### src/common/dbgpe_pkg.sv
// shared constants and types for the debug port enable sequencer
`default_nettype none
package dbgpe_pkg;

  // --------------------------------------------------------------
  // clocks and time bases
  // --------------------------------------------------------------
  localparam int SYS_CLK_KHZ = 200000; // system clock rate
  localparam int DBG_CLK_KHZ = 4000; // debug port clock rate
  localparam int TICK_CYC = SYS_CLK_KHZ / DBG_CLK_KHZ; // sys cycles per debug tick
  localparam int TICK_W = 6;
  localparam int TMR_W = 16;

  // --------------------------------------------------------------
  // sequence lengths, in debug clock ticks
  // --------------------------------------------------------------
  localparam int EN_DRIVE_TICKS_DEF = 16; // line held low after wake
  localparam int SYNC_TMO_TICKS_DEF = 4096; // start bit wait limit

  // --------------------------------------------------------------
  // sync character measurement
  // --------------------------------------------------------------
  localparam logic [7:0] SYNC_CHAR = 8'h55; // alternating bits, lsb first
  localparam logic [2:0] SYNC_LAST_EDGE = 3'h3; // falls after start, minus one
  localparam int BIT_SHIFT = 3; // eight bit times between first and last fall
  localparam int CNT_W_DEF = 16;

  // --------------------------------------------------------------
  // sequencer states, one-hot
  // --------------------------------------------------------------
  typedef enum logic [5:0] {
    ST_OFF = 6'h01,
    ST_HV_RST = 6'h02,
    ST_DRIVE = 6'h04,
    ST_WAIT = 6'h08,
    ST_SYNC = 6'h10,
    ST_READY = 6'h20
  } dbgpe_state_t;

  // pin levels seen by the sequencer
  typedef struct packed {
    logic rst_lvl; // reset pin logic level
    logic hv_det; // high voltage detected on reset pin
    logic rx; // data line level
  } dbgpe_pins_t;

  // status levels shown to the rest of the chip
  typedef struct packed {
    logic active; // port ready for frames
    logic pin_debug; // reset pin works as debug port
    logic clk_req; // debug clock requested
    logic sync_ok; // sync character measured
  } dbgpe_stat_t;

endpackage : dbgpe_pkg
`default_nettype wire

### src/hdl/dbgpe_enable_seq.sv
// enable and activation sequencer of the single wire debug port
// Contract
// - once the enable duration ends the port stops driving the data line and lets it float high.
// - if the sync start bit does not come within the start timeout the port disables itself.
// - the start timeout is counted in cycles of the 4 MHz debug clock.
// - a 12V pulse on the reset pin makes it the debug pin whatever the pin function setting is.
// - the rising edge of the high voltage pulse puts the port logic in reset.
// - after tri-stating the port stays in reset until the debugger drives the pin low.
// - after a high voltage enable only power-on reset returns the pin to its default function.
// - the disable bit resets the port and drops its clock request but keeps the debug pin.
`timescale 1ns/100ps
`default_nettype none
module dbgpe_enable_seq #(
  parameter int EN_DRIVE_TICKS = dbgpe_pkg::EN_DRIVE_TICKS_DEF,
  parameter int SYNC_TMO_TICKS = dbgpe_pkg::SYNC_TMO_TICKS_DEF,
  parameter int CNT_W = dbgpe_pkg::CNT_W_DEF
) (
  input wire logic clk_sys_in,
  input wire logic rstn_in,
  input wire dbgpe_pkg::dbgpe_pins_t pins_in,
  input wire logic reset_pin_function_cfg_in,
  input wire logic debug_port_disable_bit_in,
  output logic line_o_out,
  output logic line_oe_out,
  output dbgpe_pkg::dbgpe_stat_t stat_out,
  output logic [CNT_W-4:0] bit_period_out
);
  import dbgpe_pkg::*;

  localparam int TICK_GAP = TICK_CYC;

  dbgpe_state_t state_r;
  dbgpe_state_t state_nxt;
  logic [TICK_W-1:0] div_r;
  logic [TMR_W-1:0] tmr_r;
  logic hv_prev_r;
  logic pin_prev_r;
  logic rx_prev_r;
  logic hv_en_r;
  logic sync_ok_r;
  logic tick;
  logic hv_rise;
  logic pin_fall;
  logic rx_fall;
  logic clk_req;
  logic pin_debug;
  logic drive_end;
  logic tmo_end;
  logic meter_done;
  logic meter_err;

  // --------------------------------------------------------------
  // edges and debug clock tick
  // --------------------------------------------------------------
  // edges of synchronous pin levels
  assign hv_rise = pins_in.hv_det & ~hv_prev_r;
  assign pin_fall = ~pins_in.rst_lvl & pin_prev_r;
  assign rx_fall = ~pins_in.rx & rx_prev_r;
  assign clk_req = (state_r != ST_OFF) && (state_r != ST_HV_RST);
  assign pin_debug = reset_pin_function_cfg_in | hv_en_r;
  assign tick = clk_req && (div_r == TICK_W'(TICK_CYC - 1));
  assign drive_end = tick && (tmr_r == TMR_W'(EN_DRIVE_TICKS - 1));
  assign tmo_end = tick && (tmr_r == TMR_W'(SYNC_TMO_TICKS - 1));

  // previous pin levels
  always_ff @(posedge clk_sys_in or negedge rstn_in) begin
    if (!rstn_in) begin
      hv_prev_r <= 1'b0;
      pin_prev_r <= 1'b1;
      rx_prev_r <= 1'b1;
    end else begin
      hv_prev_r <= pins_in.hv_det;
      pin_prev_r <= pins_in.rst_lvl;
      rx_prev_r <= pins_in.rx;
    end
  end

  // debug clock divider, runs only while the clock is requested
  always_ff @(posedge clk_sys_in or negedge rstn_in) begin
    if (!rstn_in) begin
      div_r <= '0;
    end else if (!clk_req || tick) begin
      div_r <= '0;
    end else begin
      div_r <= div_r + 1'b1;
    end
  end

  // tick timer, restarts on every state change
  always_ff @(posedge clk_sys_in or negedge rstn_in) begin
    if (!rstn_in) begin
      tmr_r <= '0;
    end else if (state_nxt != state_r) begin
      tmr_r <= '0;
    end else if (tick) begin
      tmr_r <= tmr_r + 1'b1;
    end
  end

  // --------------------------------------------------------------
  // high voltage enable flag
  // --------------------------------------------------------------
  // sticky until power-on reset only
  always_ff @(posedge clk_sys_in or negedge rstn_in) begin
    if (!rstn_in) begin
      hv_en_r <= 1'b0;
    end else if (hv_rise) begin
      hv_en_r <= 1'b1;
    end
  end

  // --------------------------------------------------------------
  // sequencer
  // --------------------------------------------------------------
  // next state, pulse edge first, then disable
  always_comb begin
    state_nxt = state_r;
    if (hv_rise) begin
      state_nxt = ST_HV_RST;
    end else if (debug_port_disable_bit_in) begin
      state_nxt = ST_OFF;
    end else begin
      case (state_r)
        ST_OFF: begin
          if (pin_debug && pin_fall) begin
            state_nxt = ST_DRIVE;
          end
        end
        ST_HV_RST: begin
          if (!pins_in.hv_det && pin_fall) begin
            state_nxt = ST_DRIVE;
          end
        end
        ST_DRIVE: begin
          if (drive_end) begin
            state_nxt = ST_WAIT;
          end
        end
        ST_WAIT: begin
          if (rx_fall) begin
            state_nxt = ST_SYNC;
          end else if (tmo_end) begin
            state_nxt = ST_OFF;
          end
        end
        ST_SYNC: begin
          if (meter_done) begin
            state_nxt = ST_READY;
          end else if (meter_err) begin
            state_nxt = ST_OFF;
          end
        end
        ST_READY: begin
          state_nxt = ST_READY;
        end
        default: begin
          state_nxt = ST_OFF;
        end
      endcase
    end
  end

  // state and sync flag
  always_ff @(posedge clk_sys_in or negedge rstn_in) begin
    if (!rstn_in) begin
      state_r <= ST_OFF;
      sync_ok_r <= 1'b0;
    end else begin
      state_r <= state_nxt;
      sync_ok_r <= (state_nxt == ST_READY);
    end
  end

  // bit period meter for the sync character
  dbgpe_sync_meter #(
    .CNT_W(CNT_W)
  ) u_meter (
    .clk_sys_in(clk_sys_in),
    .rstn_in(rstn_in),
    .start_in(rx_fall && state_r == ST_WAIT),
    .abort_in(state_r != ST_SYNC),
    .fall_in(rx_fall),
    .done_out(meter_done),
    .err_out(meter_err),
    .period_out(bit_period_out)
  );

  // --------------------------------------------------------------
  // outputs
  // --------------------------------------------------------------
  // line held low only while driving, else released to the pull-up
  assign line_o_out = 1'b0;
  assign line_oe_out = (state_r == ST_DRIVE);
  // one driver for the whole status word: active, pin_debug, clk_req, sync_ok
  assign stat_out = {(state_r == ST_READY), pin_debug, clk_req, sync_ok_r};
endmodule : dbgpe_enable_seq
`default_nettype wire

### src/hdl/dbgpe_sync_meter.sv
// sync character bit period meter
`timescale 1ns/100ps
`default_nettype none
module dbgpe_sync_meter #(
  parameter int CNT_W = dbgpe_pkg::CNT_W_DEF
) (
  input wire logic clk_sys_in,
  input wire logic rstn_in,
  input wire logic start_in,
  input wire logic abort_in,
  input wire logic fall_in,
  output logic done_out,
  output logic err_out,
  output logic [CNT_W-4:0] period_out
);
  import dbgpe_pkg::*;

  logic busy_r;
  logic done_r;
  logic err_r;
  logic [CNT_W-1:0] cnt_r;
  logic [2:0] edges_r;
  logic [CNT_W-4:0] period_r;

  // --------------------------------------------------------------
  // measurement
  // --------------------------------------------------------------
  // count cycles from start bit fall to the fall of the last zero bit
  always_ff @(posedge clk_sys_in or negedge rstn_in) begin
    if (!rstn_in) begin
      busy_r <= 1'b0;
      done_r <= 1'b0;
      err_r <= 1'b0;
      cnt_r <= '0;
      edges_r <= 3'h0;
      period_r <= '0;
    end else begin
      done_r <= 1'b0;
      err_r <= 1'b0;
      if (start_in) begin
        busy_r <= 1'b1;
        cnt_r <= {{(CNT_W-1){1'b0}}, 1'b1};
        edges_r <= 3'h0;
      end else if (abort_in) begin
        busy_r <= 1'b0;
      end else if (busy_r) begin
        cnt_r <= cnt_r + 1'b1;
        if (fall_in && edges_r == SYNC_LAST_EDGE) begin
          busy_r <= 1'b0; // eight bit times seen
          done_r <= 1'b1;
          period_r <= cnt_r[CNT_W-1:BIT_SHIFT];
        end else if (&cnt_r) begin
          busy_r <= 1'b0; // too slow to be a sync character
          err_r <= 1'b1;
        end else if (fall_in) begin
          edges_r <= edges_r + 3'h1;
        end
      end
    end
  end

  assign done_out = done_r;
  assign err_out = err_r;
  assign period_out = period_r;
endmodule : dbgpe_sync_meter
`default_nettype wire

### config.mk
export PLATFORM = sky130hd
export DESIGN_NAME = dbgpe_enable_seq
export DESIGN_NICKNAME = d
export VERILOG_FILES = /design/src/common/dbgpe_pkg.sv /design/src/hdl/dbgpe_enable_seq.sv /design/src/hdl/dbgpe_sync_meter.sv
export SDC_FILE = /design/constraint.sdc
export NUM_CORES = 1
export LEC_CHECK = 0
export ABC_AREA = 1
export BUFFER_PORTS_ARGS = -buffer_cell sky130_fd_sc_hd__buf_4
export CORE_ASPECT_RATIO = 1.75
export CORE_MARGIN = 2
export CORE_UTILIZATION = 60
export CTS_BUF_LIST = sky130_fd_sc_hd__clkbuf_8 sky130_fd_sc_hd__clkbuf_16
export DETAILED_ROUTE_END_ITERATION = 10
export PLACE_DENSITY = 0.87
export SLEW_MARGIN = 25
export SYNTH_ARGS = -nofsm -noshare
export SYNTH_HDL_FRONTEND = slang
export SYNTH_HIERARCHICAL = 1
export SYNTH_SLANG_ARGS = --single-unit
export TNS_END_PERCENT = 100
### constraint.sdc
create_clock -name clk_sys_in -period 2.5 [get_ports clk_sys_in]
set_input_delay 0.25 -clock clk_sys_in [delete_from_list [all_inputs] [get_ports clk_sys_in]]
set_output_delay 0.25 -clock clk_sys_in [all_outputs]
set_load 0.005 [all_outputs]
## Word-level counts from Yosys, hierarchy flattened

Index checks and enable logic that the tools add are counted.

- Register bits after elaboration: 68
- Input port bits: 7
- Output and inout port bits: 19
- Word-level logic and storage cells: 99

- $add $sub $neg: 4
- Equality and inequality tests: 18
- Mux-type cells: 36
- Bitwise logic cells: 9
- Reduce and logical (&&, ||, !) cells: 18

Operators by type and width:

| operator | count |
|---|---|
| two-way mux 16 bit | 5 |
| two-way mux 6 bit | 10 |
| one-hot mux 6 bit (6 select lines) | 1 |
| adder 16 x 1 -> 16 bit, second input constant | 2 |
| equality test 6 bit, second input constant | 3 |
| two-way mux 3 bit | 6 |
| equality test 16 x 12 -> 1 bit, second input constant | 1 |
| equality test 16 x 4 -> 1 bit, second input constant | 1 |
| AND reduction 16 bit | 1 |
| two-way mux 1 bit | 14 |
| logical AND 1 bit | 8 |
| adder 6 x 1 -> 6 bit, second input constant | 1 |
| equality test 6 x 1 -> 1 bit, second input constant | 1 |
| equality test 6 x 2 -> 1 bit, second input constant | 1 |
| equality test 6 x 3 -> 1 bit, second input constant | 1 |
| equality test 6 x 4 -> 1 bit, second input constant | 1 |
| equality test 6 x 5 -> 1 bit, second input constant | 1 |
| inequality test 2 x 1 -> 1 bit, second input constant | 3 |
| inequality test 6 x 1 -> 1 bit, second input constant | 1 |
| inequality test 6 x 2 -> 1 bit, second input constant | 1 |
| inequality test 6 x 5 -> 1 bit, second input constant | 1 |
| inequality test 6 bit | 1 |
| nonzero test 2 bit | 3 |
| NOT 1 bit | 5 |
| other kinds (9) | 12 |

## Depth between registers and ports, before layout

- Depth after elaboration: 11
- Mapped depth: 15
- Gate-level depth less buffers: 14

## Hierarchy

The synthesis kept the hierarchy.

By module, submodules not included:

| module | instances | cells an instance | area an instance (um^2) |
|---|---|---|---|
| dbgpe_enable_seq | 1 | 278 | 2,075.7 |
| dbgpe_sync_meter | 1 | 212 | 1,745.4 |

## Worst setup path after synthesis

Ideal clock, no wire load.

- Path kind: register to register
- Start: reg div_r[1]
- End: reg tmr_r[7]
- Setup time: 0.080 ns
- Arrival: 1.770 ns
- Required time: 2.420 ns
- Path slack: 0.650 ns
- Cell stages (with the launch flop): 16
- Period minus slack after synthesis: 1.850 ns
- Cells stage by stage: dfrtp_1 inv_1 ha_1 nand3_1 nor2_1 inv_1 nor2_4 nand2_2 nand2_1 nand2_1 nand2_1 nand2_1 nand2_1 nand3_2 buf_6 nor3_2

- Word-level cells in the longest chain between the ends: 10
- Elaborated cells between the ends (all ways): 13
- Those cells by class: eq/ne (2); mux (7); reduce/logical (4)

RTL lines:

| what | line | text |
|---|---|---|
| from (decl) | dbgpe_enable_seq.sv:34 | `logic [TICK_W-1:0] div_r;` |
| from (signal assigned) | dbgpe_enable_seq.sv:85 | `div_r <= div_r + 1'b1;` |
| equality test 6 bit * | dbgpe_enable_seq.sv:61 | `assign tick = clk_req && (div_r == TICK_W'(TICK_CYC - 1));` |
| logical AND 1 bit * | dbgpe_enable_seq.sv:61 |  |
| logical AND 1 bit | dbgpe_enable_seq.sv:63 | `assign tmo_end = tick && (tmr_r == TMR_W'(SYNC_TMO_TICKS - 1));` |
| two-way mux 6 bit | dbgpe_enable_seq.sv:142 | `end else if (tmo_end) begin` |
| two-way mux 6 bit | dbgpe_enable_seq.sv:140 | `if (rx_fall) begin` |
| one-hot mux 6 bit (6 select lines) | dbgpe_enable_seq.sv:123 | `case (state_r)` |
| two-way mux 6 bit | dbgpe_enable_seq.sv:120 | `end else if (debug_port_disable_bit_in) begin` |
| two-way mux 6 bit | dbgpe_enable_seq.sv:118 | `if (hv_rise) begin` |
| inequality test 6 bit | dbgpe_enable_seq.sv:93 | `end else if (state_nxt != state_r) begin` |
| two-way mux 16 bit or nonzero test 2 bit (tied branches) | -- |  |
| to (signal assigned) | dbgpe_enable_seq.sv:96 | `tmr_r <= tmr_r + 1'b1;` |
| to (decl) | dbgpe_enable_seq.sv:35 | `logic [TMR_W-1:0] tmr_r;` |

Every way passes the cells marked *; elsewhere a longest branch is shown, timed or not.
A chain may end at the register's enable or synchronous reset.

## Worst setup path in the final report

- Start: reg div_r[1]
- End: reg tmr_r[9]

The elaborated chain is that of the path after synthesis.

==> flow_metrics.env <==
export IMPL_status="completed"
export IMPL_period_minus_slack_ns=2.20
export IMPL_finalSetupTns_ns=0
export IMPL_ctsLongestPathBuffers=2
export IMPL_synth_cells=490
export IMPL_cts_htree_levels=3
export IMPL_seq_area_frac_synth_pct=44.6
export IMPL_dieArea_sq_mm=0.00705
export IMPL_yosysTopAreaCell="dfrtp_1"
export IMPL_hpwl_mm=5.77
export IMPL_drtAntennaViolNets=0
export IMPL_drv_cap=0
export IMPL_rows=38
export IMPL_yosys_register_bits=68
export IMPL_tritoncts="built"
export IMPL_crit_fanout=6
export IMPL_syn_mean_instance_area_sq_um=7.80
export IMPL_dr_first_iter_drc_count=223
export IMPL_die_height_um=110
export IMPL_drv_slew=0
export IMPL_slew_headroom_pct=44.8
export IMPL_syn_area_sq_mm=0.00382
export IMPL_gp_congestion=0.862
export IMPL_post_route_period_util_pct=87.8
export IMPL_fp_coreArea_sq_mm=0.00618
export IMPL_drc_errors=0
export IMPL_vdd_ir_drop_max_mv=0.425
export IMPL_worst_r2r_setup_slack_ns=0.30
export IMPL_p_sw_w=0.000557
export IMPL_dpl_cell_area_sq_mm=0.00403
export IMPL_fin_skew_ns=0.00785
export IMPL_synth_nets=503
export IMPL_grt_setup_unrepaired="false"
export IMPL_area_delta_synth_final_pct=12.5
export IMPL_viasPerCell=5.28
export IMPL_cp_start_kind="register"
export IMPL_intPower_w=0.00174
export IMPL_fmax_mhz=455
export IMPL_synthTopCellsByArea="dfrtp_1 43%, nand2_1 13%, nor2_1 6.5%"
export IMPL_cts_buffers_inserted=9
export IMPL_clk_pin_slew_ns=0.07
export IMPL_reg2reg_to="tmr_r[9]"
export IMPL_r2r_start="div_r[1]"
export IMPL_finalSetupViolCount=0
export IMPL_required_ns=2.76
export IMPL_arrival_ns=2.46
export IMPL_antenna_cells=0
export IMPL_grt_pass1_wl_mm=13.9
export IMPL_final_cell_area_sq_mm=0.00430
export IMPL_hold_viol_final=0
export IMPL_io_pins=26
export IMPL_start_util_pct=61.8
export IMPL_worst_setup_path_end_kind="register"
export IMPL_worst_pin_slew_ns=0.827
export IMPL_crit_type="reg2reg"
export IMPL_numPortBuffers=24
export IMPL_grtUsageTotal_pct=25.6
export IMPL_clockPowerShare_pct=42.3
export IMPL_drive_above_1_share_pct=19.0
export IMPL_root_buffer="clkbuf_8"
export IMPL_grt_overflow=0
export IMPL_nets=533
export IMPL_sw_frac_of_total_pct=24.2
export IMPL_ys_warn_count=6
export IMPL_cellLeakagePower_nw=2.20
export IMPL_avgRoutedWirePerCell_um=13.1
export IMPL_ys_types=39
export IMPL_share_comb_of_total_power_pct=8.1
export IMPL_wirelength_mm=7.90
export IMPL_clock_latency_ns=0.34
export IMPL_crit_start="div_r[1]"
export IMPL_grt_pass1_vias=3345
export IMPL_antenna_found_initial=0
export IMPL_drt_pass1_iterations=4
export IMPL_vias=3196
export IMPL_power_density_mw_per_mm2=535
export IMPL_p_seq_share_pct=49.5
export IMPL_synth_top_area_share_pct=42.6
export IMPL_die_x_um=64.3
export IMPL_clock_sinks=68
export IMPL_fillCellCount=508
export IMPL_worstSetupEndpoint="tmr_r[9]"
export IMPL_grt_max_degree=69
export IMPL_min_path_type="in2async"
export IMPL_reg2reg_depth=14
## critical path, stage by stage, from the launching register on
cell and delay (ns):
dfrtp_1 0.40, inv_1 0.06, ha_1 0.13, nand3_1 0.06, nor2_1 0.16, inv_1 0.11, nor2_4 0.18, nand3_1 0.16
nor2_1 0.21, inv_1 0.10, nor2_1 0.18, nand2_1 0.08, nand2_1 0.06, nand2_1 0.06, nor3_2 0.16
## cell usage after synthesis, drive strengths merged
library cell and instances:
mux2i 1, nor3 22, nor3b 2, conb 1, xnor2 3, inv 67, buf 9, o22ai 1
a21o 1, o21ai 23, a31oi 3, and2 1, nand2 141, o21bai 1, dfrtp 65, nand3 30
or2 2, nor2 78, nand4 8, and3 1, xor2 9, dfstp 3, a21oi 11, ha 6
a22o 1
## kinds of logic (layout without fill, tap and decap cells)
kind of cell | after synthesis | count (layout) | synth area share (%)
AND/OR/NAND/NOR | 285 | 285 | 35.0
buffers and inverters | 76 | 111 | 8.64
flip-flops | 68 | 68 | 44.6
AO/OA/AOI/OAI | 41 | 41 | 6.61
XOR/XNOR | 12 | 12 | 2.75
adder cells (fa/ha/maj) | 6 | 6 | 1.96
other | 1 | 1 | 0.0981
multiplexers | 1 | 1 | 0.262
## sequential cells by signal, summed over array words and instances (netlist names)
| name | flops |
|---|---|
| pin_prev_r | 1 |
| u_meter/edges_r | 3 |
| u_meter/period_out | 13 |
| u_meter/done_out | 1 |
| u_meter/err_out | 1 |
| tmr_r | 16 |
| div_r | 6 |
| hv_prev_r | 1 |
| hv_en_r | 1 |
| sync_ok_r | 1 |
| rx_prev_r | 1 |
| state_r | 6 |
| u_meter/busy_r | 1 |
| u_meter/cnt_r | 16 |
## power groups by stage
stage / logic, W / clock network (W) / registers, W
floorplan: 0.000131 / 0 / 0.00116
global placement: 0.000174 / 0 / 0.00116
detailed placement: 0.000179 / 0 / 0.00116
CTS: 0.000184 / 0.000999 / 0.00114
global route: 0.000211 / 0.00104 / 0.00114
finish: 0.000186 / 0.000974 / 0.00114
## cell type report
type | count | area (sq um) | share of cell area, %
clock buffers | 13 | 179 | 4.16
inverters | 67 | 254 | 5.91
clock inverters | 3 | 42.5 | 0.990
repair buffers | 28 | 218 | 5.06
well taps | 80 | 100 | 2.33
flip-flops and latches | 68 | 1710 | 39.7
multi-input cells | 346 | 1800 | 41.9
## placed cells by master, fill, tap and decap left out, types with 10 or more instances in the layout
master / count
nand2_1: 134
nor2_1: 66
a21oi_1: 10
nor3_1: 12
nor3_2: 10
inv_1: 57
clkbuf_8: 13
o21ai_0: 11
nand3_1: 24
dfrtp_1: 65
buf_4: 25
## layer usage
layer	part of all wire (%)	up-vias	GRT usage (%)
met3	3.6	25	6.65
met2	56	78	45.6
met5	0	-	0
met1	36	1492	26.0
li1	-	1601	-
met4	3.7	0	17.2
## worst min-delay path by stage
stage	end	start	slack (ns)
after floorplan	div_r[0]	rstn_in	-0.05
after global placement	pin_prev_r	pins_in[2]	0.37
after detailed placement	rx_prev_r	pins_in[0]	0.37
after CTS	u_meter/period_out[5]	rstn_in	0.02
after global routing	tmr_r[5]	rstn_in	0.06
final	tmr_r[15]	rstn_in	0.01
## what timing repair did
action,4_1_cts,5_1_grt
endpoints found under the hold margin,3,0
resized for setup,0,2
endpoints found under the setup margin,0,16
buffers inserted,0,0
hold buffers,3,0
## stage by stage
stage / setup WS [ns] / util (%) / instances / power [W] / hold WS (ns)
2_1_floorplan: 0.650 / - / 490 / 0.00129 / -0.0456
3_3_place_gp: 0.345 / 65.2 / 586 / 0.00133 / 0.368
3_5_place_dp: 0.211 / 65.2 / 586 / 0.00134 / 0.369
4_1_cts: 0.150 / 69.3 / 605 / 0.00232 / 0.0196
5_1_grt: 0.0810 / 69.6 / 605 / 0.00239 / 0.0627
6_report: 0.304 / 69.6 / 605 / 0.00230 / 0.0139
(Power assumes the default switching activity.)
